==> src/verilog/gpio_port_pkg.sv <==
// package for the remappable general purpose port c: offsets, layouts, resets
// assumes a 32-bit axi4-lite slave sitting on the peripheral bus clock
package gpio_port_pkg;
  // =====================================================
  // widths
  localparam int unsigned ADDR_W = 16;    // byte address width
  localparam int unsigned DATA_W = 32;    // bus data width
  localparam int unsigned PIN_W = 16;     // pins of port c
  localparam int unsigned SEL_W = 4;      // remap selector width
  localparam int unsigned NUM_IN_SEL = 2; // remappable peripheral inputs
  localparam int unsigned NUM_RP = 2;     // remappable output pins
  // =====================================================
  // register offsets (byte addresses)
  localparam logic [ADDR_W-1:0] OFS_ANALOG_SELECT = 16'h6200;
  localparam logic [ADDR_W-1:0] OFS_DIRECTION = 16'h6210;
  localparam logic [ADDR_W-1:0] OFS_PIN_LEVEL = 16'h6220;
  localparam logic [ADDR_W-1:0] OFS_OUTPUT_LATCH = 16'h6230;
  localparam logic [ADDR_W-1:0] OFS_OPEN_DRAIN = 16'h6240;
  localparam logic [ADDR_W-1:0] OFS_PULL_UP = 16'h6250;
  localparam logic [ADDR_W-1:0] OFS_PULL_DOWN = 16'h6260;
  localparam logic [ADDR_W-1:0] OFS_CN_CONTROL = 16'h6270;
  localparam logic [ADDR_W-1:0] OFS_CN_ENABLE = 16'h6280;
  localparam logic [ADDR_W-1:0] OFS_CN_STATUS = 16'h6290;
  localparam logic [ADDR_W-1:0] OFS_IRQ_MASK = 16'h62a0;  // interrupt mask
  localparam logic [ADDR_W-1:0] OFS_IN_SEL0 = 16'h62b0;   // peripheral input selector 0
  localparam logic [ADDR_W-1:0] OFS_IN_SEL1 = 16'h62c0;   // peripheral input selector 1
  localparam logic [ADDR_W-1:0] OFS_RP_SEL0 = 16'h62d0;   // output selector pin 0
  localparam logic [ADDR_W-1:0] OFS_RP_SEL1 = 16'h62e0;   // output selector pin 1
  // alias sub-offsets within each 16-byte slot
  localparam logic [1:0] ALIAS_BASE = 2'h0;
  localparam logic [1:0] ALIAS_CLR = 2'h1;
  localparam logic [1:0] ALIAS_SET = 2'h2;
  localparam logic [1:0] ALIAS_INV = 2'h3;
  // =====================================================
  // implemented bits and reset values
  localparam logic [PIN_W-1:0] PIN_MASK = 16'hf01e;     // pins 15..12, 4..1
  localparam logic [PIN_W-1:0] ANALOG_MASK = 16'h000e;  // pins 3..1
  localparam logic [PIN_W-1:0] ANALOG_RST = 16'h000e;
  localparam logic [PIN_W-1:0] DIRECTION_RST = 16'hffff;
  localparam logic [PIN_W-1:0] CN_CTRL_MASK = 16'ha000; // on and stop_in_idle
  localparam int unsigned CN_ON_BIT = 15;
  localparam int unsigned STOP_IN_IDLE_BIT = 13;
  localparam logic [PIN_W-1:0] ZERO_RST = 16'h0000;
  // =====================================================
  // remap codes
  localparam logic [SEL_W-1:0] IN_SEL_RSV_A = 4'ha;
  localparam logic [SEL_W-1:0] IN_SEL_RSV_E = 4'he;
  localparam logic [SEL_W-1:0] IN_SEL_RSV_F = 4'hf;
  localparam logic [SEL_W-1:0] RP_NO_CONNECT = 4'h0;
  localparam int unsigned NUM_PERIPH_OUT = 16;  // peripheral outputs indexed by code
  // axi response codes
  localparam logic [1:0] RESP_OKAY = 2'h0;
  localparam logic [1:0] RESP_SLVERR = 2'h2;
endpackage

==> src/verilog/gpio_pin_sync.sv <==
// two-flop synchroniser for the external pin levels
// assumes pins are asynchronous to the core clock
`timescale 1ns/1ps
module gpio_pin_sync #(
  parameter int unsigned WIDTH = 16
) (
  input wire logic i_clk,
  input wire logic i_rst_n,
  input wire logic [WIDTH-1:0] i_async,
  output logic [WIDTH-1:0] o_sync
);
  // =====================================================
  // state
  typedef struct packed {
    logic [WIDTH-1:0] meta; // first stage, read only by second
    logic [WIDTH-1:0] sync; // second stage
  } sync_state_t;
  sync_state_t s_q;
  sync_state_t s_d;

  // next state: shift pin sample through two stages
  always_comb begin
    s_d.meta = i_async;
    s_d.sync = s_q.meta;
  end

  // register
  always_ff @(posedge i_clk or negedge i_rst_n) begin
    if (!i_rst_n) begin
      s_q <= '0;
    end else begin
      s_q <= s_d;
    end
  end

  assign o_sync = s_q.sync;
endmodule

==> src/verilog/gpio_port.sv <==
// port c general purpose i/o with pin remap, axi4-lite register slave
// assumes pads outside resolve drive, pulls and open drain from the controls
//
// Notes on behaviour
// - active remapped peripheral owns the pin
// - per-pin open-drain enable
// - independent weak pull-up and pull-down enables
// - enabled pin change sets status, raises interrupt; here the interrupt is raised only where the irq_mask bit is set
// - port keeps running in sleep and idle
// - clear, set, invert aliases at +4,+8,+c
// - four-bit input selector, codes a,e,f reserved
// - four-bit output selector, zero unconnected
// - latch undefined at reset, unimplemented bits zero
//
// Chosen here: the AXI4-Lite slave port.
`timescale 1ns/1ps
module gpio_port
  import gpio_port_pkg::*;
(
  input wire logic I_CORE_CLK,
  input wire logic I_RST_N,
  // axi4-lite slave
  input wire logic [gpio_port_pkg::ADDR_W-1:0] I_AWADDR,
  input wire logic I_AWVALID,
  output logic O_AWREADY,
  input wire logic [gpio_port_pkg::DATA_W-1:0] I_WDATA,
  input wire logic [3:0] I_WSTRB,
  input wire logic I_WVALID,
  output logic O_WREADY,
  output logic [1:0] O_BRESP,
  output logic O_BVALID,
  input wire logic I_BREADY,
  input wire logic [gpio_port_pkg::ADDR_W-1:0] I_ARADDR,
  input wire logic I_ARVALID,
  output logic O_ARREADY,
  output logic [gpio_port_pkg::DATA_W-1:0] O_RDATA,
  output logic [1:0] O_RRESP,
  output logic O_RVALID,
  input wire logic I_RREADY,
  // pins
  input wire logic [gpio_port_pkg::PIN_W-1:0] I_PIN,
  output logic [gpio_port_pkg::PIN_W-1:0] O_PIN,
  output logic [gpio_port_pkg::PIN_W-1:0] O_PIN_OE_N,
  output logic [gpio_port_pkg::PIN_W-1:0] O_OPEN_DRAIN,
  output logic [gpio_port_pkg::PIN_W-1:0] O_PULL_UP,
  output logic [gpio_port_pkg::PIN_W-1:0] O_PULL_DOWN,
  output logic [gpio_port_pkg::PIN_W-1:0] O_ANALOG,
  // peripheral side
  input wire logic [gpio_port_pkg::NUM_PERIPH_OUT-1:0] I_PERIPH_OUT,
  output logic [gpio_port_pkg::NUM_IN_SEL-1:0] O_PERIPH_IN,
  output logic O_IRQ
);
  import gpio_port_pkg::*;

  // =====================================================
  // state
  typedef struct packed {
    logic [PIN_W-1:0] analog;      // analog_select_c
    logic [PIN_W-1:0] direction;   // direction_c
    logic [PIN_W-1:0] latch;       // output_latch_c
    logic [PIN_W-1:0] odc;         // open_drain_c
    logic [PIN_W-1:0] pu;          // pull_up_enable_c
    logic [PIN_W-1:0] pd;          // pull_down_enable_c
    logic [PIN_W-1:0] cn_ctrl;     // change_notice_control_c
    logic [PIN_W-1:0] cn_en;       // change_notice_enable_c
    logic [PIN_W-1:0] cn_stat;     // change_notice_status_c
    logic [PIN_W-1:0] irq_mask;    // interrupt mask
    logic [PIN_W-1:0] last_pin;    // pin level seen last cycle
    logic [NUM_IN_SEL-1:0][SEL_W-1:0] in_sel;
    logic [NUM_RP-1:0][SEL_W-1:0] rp_sel;
    logic aw_hold;                 // write address captured
    logic [ADDR_W-1:0] aw_addr;
    logic w_hold;                  // write data captured
    logic [DATA_W-1:0] w_data;
    logic [3:0] w_strb;
    logic bvalid;
    logic [1:0] bresp;
    logic rvalid;
    logic [DATA_W-1:0] rdata;
    logic [1:0] rresp;
  } port_state_t;
  port_state_t s_q;
  port_state_t s_d;

  logic [PIN_W-1:0] pin_sync; // synchronised pin levels

  // pins cross into the core clock through two flops
  gpio_pin_sync #(.WIDTH(PIN_W)) u_sync (
    .i_clk(I_CORE_CLK),
    .i_rst_n(I_RST_N),
    .i_async(I_PIN),
    .o_sync(pin_sync)
  );

  // =====================================================
  // helpers
  // alias update: base replaces, others touch only written ones
  function automatic logic [PIN_W-1:0] alias_upd(input logic [PIN_W-1:0] cur, input logic [PIN_W-1:0] wd,
                                                 input logic [1:0] op, input logic [PIN_W-1:0] msk);
    logic [PIN_W-1:0] r;
    r = cur;
    unique case (op)
      ALIAS_BASE: r = wd;
      ALIAS_CLR: r = cur & ~wd;
      ALIAS_SET: r = cur | wd;
      ALIAS_INV: r = cur ^ wd;
    endcase
    return r & msk; // unimplemented bits stay zero
  endfunction

  logic wr_go;                 // write address and data both present
  logic [ADDR_W-1:0] wr_slot;  // slot base of write
  logic [1:0] wr_op;           // alias selected by write
  logic [PIN_W-1:0] wr_val;    // strobed low half of write data
  logic wr_hit;
  logic [ADDR_W-1:0] rd_slot;
  logic rd_go;
  logic [PIN_W-1:0] rd_val;
  logic rd_hit;
  logic [PIN_W-1:0] change;    // edges on enabled pins
  logic cn_on;

  // =====================================================
  // next state
  always_comb begin
    s_d = s_q;
    // axi channel capture, either order
    if (I_AWVALID && O_AWREADY) begin
      s_d.aw_hold = 1'b1;
      s_d.aw_addr = I_AWADDR;
    end
    if (I_WVALID && O_WREADY) begin
      s_d.w_hold = 1'b1;
      s_d.w_data = I_WDATA;
      s_d.w_strb = I_WSTRB;
    end
    wr_go = s_q.aw_hold && s_q.w_hold && !s_q.bvalid;
    wr_slot = {s_q.aw_addr[ADDR_W-1:4], 4'h0};
    wr_op = s_q.aw_addr[3:2];
    wr_val = {(s_q.w_strb[1] ? s_q.w_data[15:8] : 8'h00), (s_q.w_strb[0] ? s_q.w_data[7:0] : 8'h00)};
    wr_hit = 1'b1;
    // change detect runs every cycle, no low-power gating
    cn_on = s_q.cn_ctrl[CN_ON_BIT];
    change = (pin_sync ^ s_q.last_pin) & s_q.cn_en & PIN_MASK & {PIN_W{cn_on}};
    s_d.last_pin = pin_sync;
    // register write
    if (wr_go) begin
      s_d.aw_hold = 1'b0;
      s_d.w_hold = 1'b0;
      s_d.bvalid = 1'b1;
      unique case (wr_slot)
        OFS_ANALOG_SELECT: s_d.analog = alias_upd(s_q.analog, wr_val, wr_op, ANALOG_MASK);
        OFS_DIRECTION: s_d.direction = alias_upd(s_q.direction, wr_val, wr_op, PIN_MASK);
        // pin level writes go to the latch
        OFS_PIN_LEVEL, OFS_OUTPUT_LATCH: s_d.latch = alias_upd(s_q.latch, wr_val, wr_op, PIN_MASK);
        OFS_OPEN_DRAIN: s_d.odc = alias_upd(s_q.odc, wr_val, wr_op, PIN_MASK);
        OFS_PULL_UP: s_d.pu = alias_upd(s_q.pu, wr_val, wr_op, PIN_MASK);
        OFS_PULL_DOWN: s_d.pd = alias_upd(s_q.pd, wr_val, wr_op, PIN_MASK);
        OFS_CN_CONTROL: s_d.cn_ctrl = alias_upd(s_q.cn_ctrl, wr_val, wr_op, CN_CTRL_MASK);
        OFS_CN_ENABLE: s_d.cn_en = alias_upd(s_q.cn_en, wr_val, wr_op, PIN_MASK);
        OFS_CN_STATUS: ; // read only
        OFS_IRQ_MASK: s_d.irq_mask = alias_upd(s_q.irq_mask, wr_val, wr_op, PIN_MASK);
        OFS_IN_SEL0: s_d.in_sel[0] = SEL_W'(alias_upd({12'h000, s_q.in_sel[0]}, wr_val, wr_op, 16'h000f));
        OFS_IN_SEL1: s_d.in_sel[1] = SEL_W'(alias_upd({12'h000, s_q.in_sel[1]}, wr_val, wr_op, 16'h000f));
        OFS_RP_SEL0: s_d.rp_sel[0] = SEL_W'(alias_upd({12'h000, s_q.rp_sel[0]}, wr_val, wr_op, 16'h000f));
        OFS_RP_SEL1: s_d.rp_sel[1] = SEL_W'(alias_upd({12'h000, s_q.rp_sel[1]}, wr_val, wr_op, 16'h000f));
        default: wr_hit = 1'b0;
      endcase
      s_d.bresp = wr_hit ? RESP_OKAY : RESP_SLVERR;
    end
    if (s_q.bvalid && I_BREADY) begin
      s_d.bvalid = 1'b0;
    end
    // register read
    rd_go = I_ARVALID && O_ARREADY;
    rd_slot = {I_ARADDR[ADDR_W-1:4], 4'h0};
    rd_hit = 1'b1;
    unique case (rd_slot)
      OFS_ANALOG_SELECT: rd_val = s_q.analog;
      OFS_DIRECTION: rd_val = s_q.direction;
      OFS_PIN_LEVEL: rd_val = pin_sync & PIN_MASK;
      OFS_OUTPUT_LATCH: rd_val = s_q.latch;
      OFS_OPEN_DRAIN: rd_val = s_q.odc;
      OFS_PULL_UP: rd_val = s_q.pu;
      OFS_PULL_DOWN: rd_val = s_q.pd;
      OFS_CN_CONTROL: rd_val = s_q.cn_ctrl;
      OFS_CN_ENABLE: rd_val = s_q.cn_en;
      OFS_CN_STATUS: rd_val = s_q.cn_stat;
      OFS_IRQ_MASK: rd_val = s_q.irq_mask;
      OFS_IN_SEL0: rd_val = {12'h000, s_q.in_sel[0]};
      OFS_IN_SEL1: rd_val = {12'h000, s_q.in_sel[1]};
      OFS_RP_SEL0: rd_val = {12'h000, s_q.rp_sel[0]};
      OFS_RP_SEL1: rd_val = {12'h000, s_q.rp_sel[1]};
      default: begin
        rd_val = ZERO_RST;
        rd_hit = 1'b0;
      end
    endcase
    if (rd_go) begin
      s_d.rvalid = 1'b1;
      s_d.rdata = {16'h0000, rd_val}; // upper half reads zero
      s_d.rresp = rd_hit ? RESP_OKAY : RESP_SLVERR;
    end else if (s_q.rvalid && I_RREADY) begin
      s_d.rvalid = 1'b0;
    end
    // status: any read in its slot (base or alias) clears, a new change wins over the clear
    if (rd_go && rd_slot == OFS_CN_STATUS) begin
      s_d.cn_stat = ZERO_RST;
    end
    s_d.cn_stat = s_d.cn_stat | change;
  end

  // register; latch has no reset so it powers up unknown
  always_ff @(posedge I_CORE_CLK or negedge I_RST_N) begin
    if (!I_RST_N) begin
      s_q.analog <= ANALOG_RST;
      s_q.direction <= DIRECTION_RST & PIN_MASK;
      s_q.odc <= ZERO_RST;
      s_q.pu <= ZERO_RST;
      s_q.pd <= ZERO_RST;
      s_q.cn_ctrl <= ZERO_RST;
      s_q.cn_en <= ZERO_RST;
      s_q.cn_stat <= ZERO_RST;
      s_q.irq_mask <= ZERO_RST;
      s_q.last_pin <= ZERO_RST;
      s_q.in_sel <= '0;
      s_q.rp_sel <= '0;
      s_q.aw_hold <= 1'b0;
      s_q.aw_addr <= '0;
      s_q.w_hold <= 1'b0;
      s_q.w_data <= '0;
      s_q.w_strb <= '0;
      s_q.bvalid <= 1'b0;
      s_q.bresp <= RESP_OKAY;
      s_q.rvalid <= 1'b0;
      s_q.rdata <= '0;
      s_q.rresp <= RESP_OKAY;
    end else begin
      s_q <= s_d;
    end
  end

  // =====================================================
  // axi handshakes: one write and one read outstanding
  assign O_AWREADY = !s_q.aw_hold && !s_q.bvalid;
  assign O_WREADY = !s_q.w_hold && !s_q.bvalid;
  assign O_BVALID = s_q.bvalid;
  assign O_BRESP = s_q.bresp;
  assign O_ARREADY = !s_q.rvalid;
  assign O_RVALID = s_q.rvalid;
  assign O_RDATA = s_q.rdata;
  assign O_RRESP = s_q.rresp;

  // =====================================================
  // pin drive and remap
  logic [PIN_W-1:0] drive_val; // value toward pad
  logic [PIN_W-1:0] drive_en;  // pad driver on
  always_comb begin
    drive_en = ~s_q.direction & PIN_MASK;
    drive_val = s_q.latch;
    for (int unsigned k = 0; k < NUM_RP; k++) begin
      // remappable pin k is pin k+1; nonzero selector hands it to a peripheral
      if (s_q.rp_sel[k] != RP_NO_CONNECT) begin
        drive_en[k+1] = 1'b1;
        drive_val[k+1] = I_PERIPH_OUT[s_q.rp_sel[k]];
      end
    end
    // open drain: only ever drive low, release for high
    O_PIN = drive_val & ~s_q.odc;
    O_PIN_OE_N = ~(drive_en & ~(s_q.odc & drive_val));
  end

  // peripheral input selection, reserved codes route nothing
  always_comb begin
    for (int unsigned k = 0; k < NUM_IN_SEL; k++) begin
      unique case (s_q.in_sel[k])
        IN_SEL_RSV_A, IN_SEL_RSV_E, IN_SEL_RSV_F: O_PERIPH_IN[k] = 1'b0;
        default: O_PERIPH_IN[k] = pin_sync[s_q.in_sel[k]];
      endcase
    end
  end

  assign O_OPEN_DRAIN = s_q.odc;
  assign O_PULL_UP = s_q.pu;
  assign O_PULL_DOWN = s_q.pd;
  assign O_ANALOG = s_q.analog;
  assign O_IRQ = |(s_q.cn_stat & s_q.irq_mask);
endmodule

==> config.mk <==
export PLATFORM = sky130hd
export DESIGN_NAME = gpio_port
export DESIGN_NICKNAME = d
export VERILOG_FILES = /design/src/verilog/gpio_port_pkg.sv /design/src/verilog/gpio_pin_sync.sv /design/src/verilog/gpio_port.sv
export SDC_FILE = /design/constraint.sdc
export NUM_CORES = 1
export LEC_CHECK = 0
export BUFFER_PORTS_ARGS = -buffer_cell sky130_fd_sc_hd__clkbuf_2
export CAP_MARGIN = 25
export CORE_ASPECT_RATIO = 2
export CORE_MARGIN = 5
export CORE_UTILIZATION = 57
export DETAILED_ROUTE_END_ITERATION = 6
export GPL_TIMING_DRIVEN = 0
export PLACE_DENSITY = 0.86
export RECOVER_POWER = 100
export SYNTH_ARGS = -nofsm -noshare
export SYNTH_HDL_FRONTEND = slang
export SYNTH_SLANG_ARGS = --single-unit
==> constraint.sdc <==
create_clock -name I_CORE_CLK -period 2.6 [get_ports I_CORE_CLK]
set_input_delay 0.39 -clock I_CORE_CLK [delete_from_list [all_inputs] [get_ports I_CORE_CLK]]
set_output_delay 0.39 -clock I_CORE_CLK [all_outputs]
set_load 0.03 [all_outputs]
==> reports/metrics.cfg <==
[timing]
tns_ns = 0
slew_violations = 0
clock_skew_ns = 0.00901
setup_viol = 0
period_minus_slack_ns = 2.59
relSlewSlack_pct = 37.2
hold_ws_ns = 0.0455
setup_slack_ns = 0.0139
fmax_ghz = 0.387
worst_pin_slew_ns = 0.942
hold_violations = 0
rsz0062_at_grt = true
finalCritPeriodShare_pct = 99.5

[worst_hold_path]
hold_path_startpoint = I_PIN[5]
hp-class = in -> reg

[die]
die_area_um2 = 24800
start_util_pct = 57.4
core.rowCount = 76
fp.dieH_um = 218
num_io_pins = 247
core_um2 = 21400
die_width_um = 114

[drt]
drtIter0Drc = 714
ant_nets = 0
wirelength_um = 38900
drc = 0
num_vias = 10300
drt-wirelength-per-cell_um = 22.7
first_pass_iters = 5
vias_per_cell = 6.02

[synth]
synth_cells = 1195
async_flop_share_pct = 95.1
ys.flop_type = dfrtp_1
synth_edf_count = 8
synth_cell_types = 63
syn-cell-area_um2 = 12300
yosysWarnings = 0
avgSynthCellArea_um2 = 10.3
synth_top_cell_by_area = dfrtp_1
synth_top_area_share_pct = 29.3
ys_seq_area_share_pct = 33.6
ys_seq_elements = 163
yosys-top-cells-area = dfrtp_1 (29%), ha_1 (16%), mux2_2 (13%)

[power]
power_density_nw_per_um2 = 743
leakagePower_nw = 6.61
max-vdd-ir-drop_mv = 0.466
total_power_mw = 10.6

[cts]
htreeDepth = 4
cts_buffers = 17
cts-root-buf = clkbuf_16
cts_num_sinks = 163
clockBufferDepth = 2
clkTransAtPathRegs_ns = 0.07
cts_tree = done
clkLatencyLatePin_ns = 0.45

[layout]
fill_cells = 1630
final_cell_mix = ha_1 (154), mux2_2 (146), dfrtp_1 (142), buf_4 (124), nand2_1 (87)
drive_above_1_share_pct = 31.0
nets = 1689
area_growth_pct = 16.1
design_area_um2 = 14300
postLayoutCoreUtil_pct = 66.6
final_common_cell = ha_1
fin_cells = 1714
multi_input_area_um2 = 7080
register_area_um2 = 4140
n_antenna_cell = 0

[critical_path]
start_kind = flip-flop
critPathKind = reg -> out
crit_path_end_kind = primary output
endpoint = O_PIN_OE_N[1]
rrSetupSlack_ns = 0.11
cp_max_fo = 4
path_cells = mux4_2 > nand2_2 > and3_4 > a31oi_4 > a32o_2 > buf_6
cp_slowest_cell = edfxtp_1
reg2reg_to = s_q[238]
r2r-start = s_q[78]
worstSetupStartpoint = s_q[237]
ff2ff_path_depth = 6
max_stage_delay_ns = 0.54
cp_data_required_time_ns = 2.21
cp.arrival_ns = 2.20

[placement]
gp_congestion = 0.955
portBuffers = 133
dp_slack_ns = 0.00516
place_area_um2 = 13600
placedCellCount = 1678
hpwl_um = 28500

[run_status]
outcome = complete, no violations

[run]
max_cap_viol_count = 0

[global_routing]
grt_pass1_wl_um = 58500
grt_use_total_pct = 31.3
antenna_found_initial = 1
overflow = 0
grt_pass1_vias = 10900
grt_start_max_net_pins = 113

-- how the worst min path moves through the flow --
stage                                    to  depth (start not counted)
after floorplan                  O_BRESP[1]                          0
after global placement    u_sync.o_sync[12]                          0
after detailed placement   u_sync.o_sync[1]                          0
after CTS                     u_sync.s_d[4]                          1
after global routing          u_sync.s_d[3]                          1
final                         u_sync.s_d[5]                          1
-- critical path, delay by kind of cell, from the launching register on --
kind | cells | cell delay, ns
simple gates | 2 | 0.27
buf+inv | 1 | 0.14
compound gates | 2 | 0.29
flops | 1 | 0.54
mux | 1 | 0.52
-- flip-flops by register name (all words and copies together), names as in the netlist, 3 cells and up --
signal and count:
O_PULL_DOWN 8, O_PULL_UP 8, drive_val 6, O_RDATA 9, O_ANALOG 3, s_q 86, u_sync.s_d 15, u_sync.o_sync 15
O_OPEN_DRAIN 8
-- cells in the mapped netlist (10+ instances only) --
cell type	instances
o21ai_0	16
nand2_1	93
mux2i_1	22
clkbuf_1	28
dfrtp_1	144
mux2_2	146
buf_4	116
mux4_2	15
buf_1	15
a21oi_1	36
ha_1	154
o211ai_1	55
nor2_1	77
dfstp_2	11
a32o_1	10
a31oi_1	33
a22oi_1	12
inv_1	82
-- kinds of logic after synthesis --
kind of cell / share of synthesized area (%)
flip-flops: 33.6
other: 0.0611
buffers and inverters: 11.4
XOR/XNOR: 0.570
adder cells (fa/ha/maj): 15.7
multiplexers: 18.9
AND/OR/NAND/NOR: 8.66
AO/OA/AOI/OAI: 11.0
-- layer usage --
layer	routed length, µm	vias up	track usage, %
met4	4320	0	29.2
met3	3000	249	7.41
met1	12500	4898	30.6
met2	19100	670	53.0
li1	-	4495	-
met5	0	-	0
-- timing repair --
action | 4_1_cts | 5_1_grt
buffers inserted | 0 | 6
resized for setup | 6 | 28
hold endpoints to repair | 38 | 0
setup endpoints to repair | 10 | 50
hold buffers | 1 | 0
pin swaps | 0 | 3
gates cloned | 0 | 0
-- area by class of cell --
cell class              count  share of cell area [%]
clock inverters            15                    1.22
plain buffers             168                    7.71
well taps                 273                    2.40
multi-input cells         855                    49.6
inverters                  82                    2.16
clock buffers              17                    2.98
flip-flops and latches    163                    29.0
repair buffers            141                    4.91
-- power by group --
group / internal (mW) / total (mW) / switching, mW
clock: 1.44 / 2.62 / 1.18
sequential: 2.87 / 3.19 / 0.320
combinational: 1.82 / 4.78 / 2.96
Power figures use the tool's default switching activity.
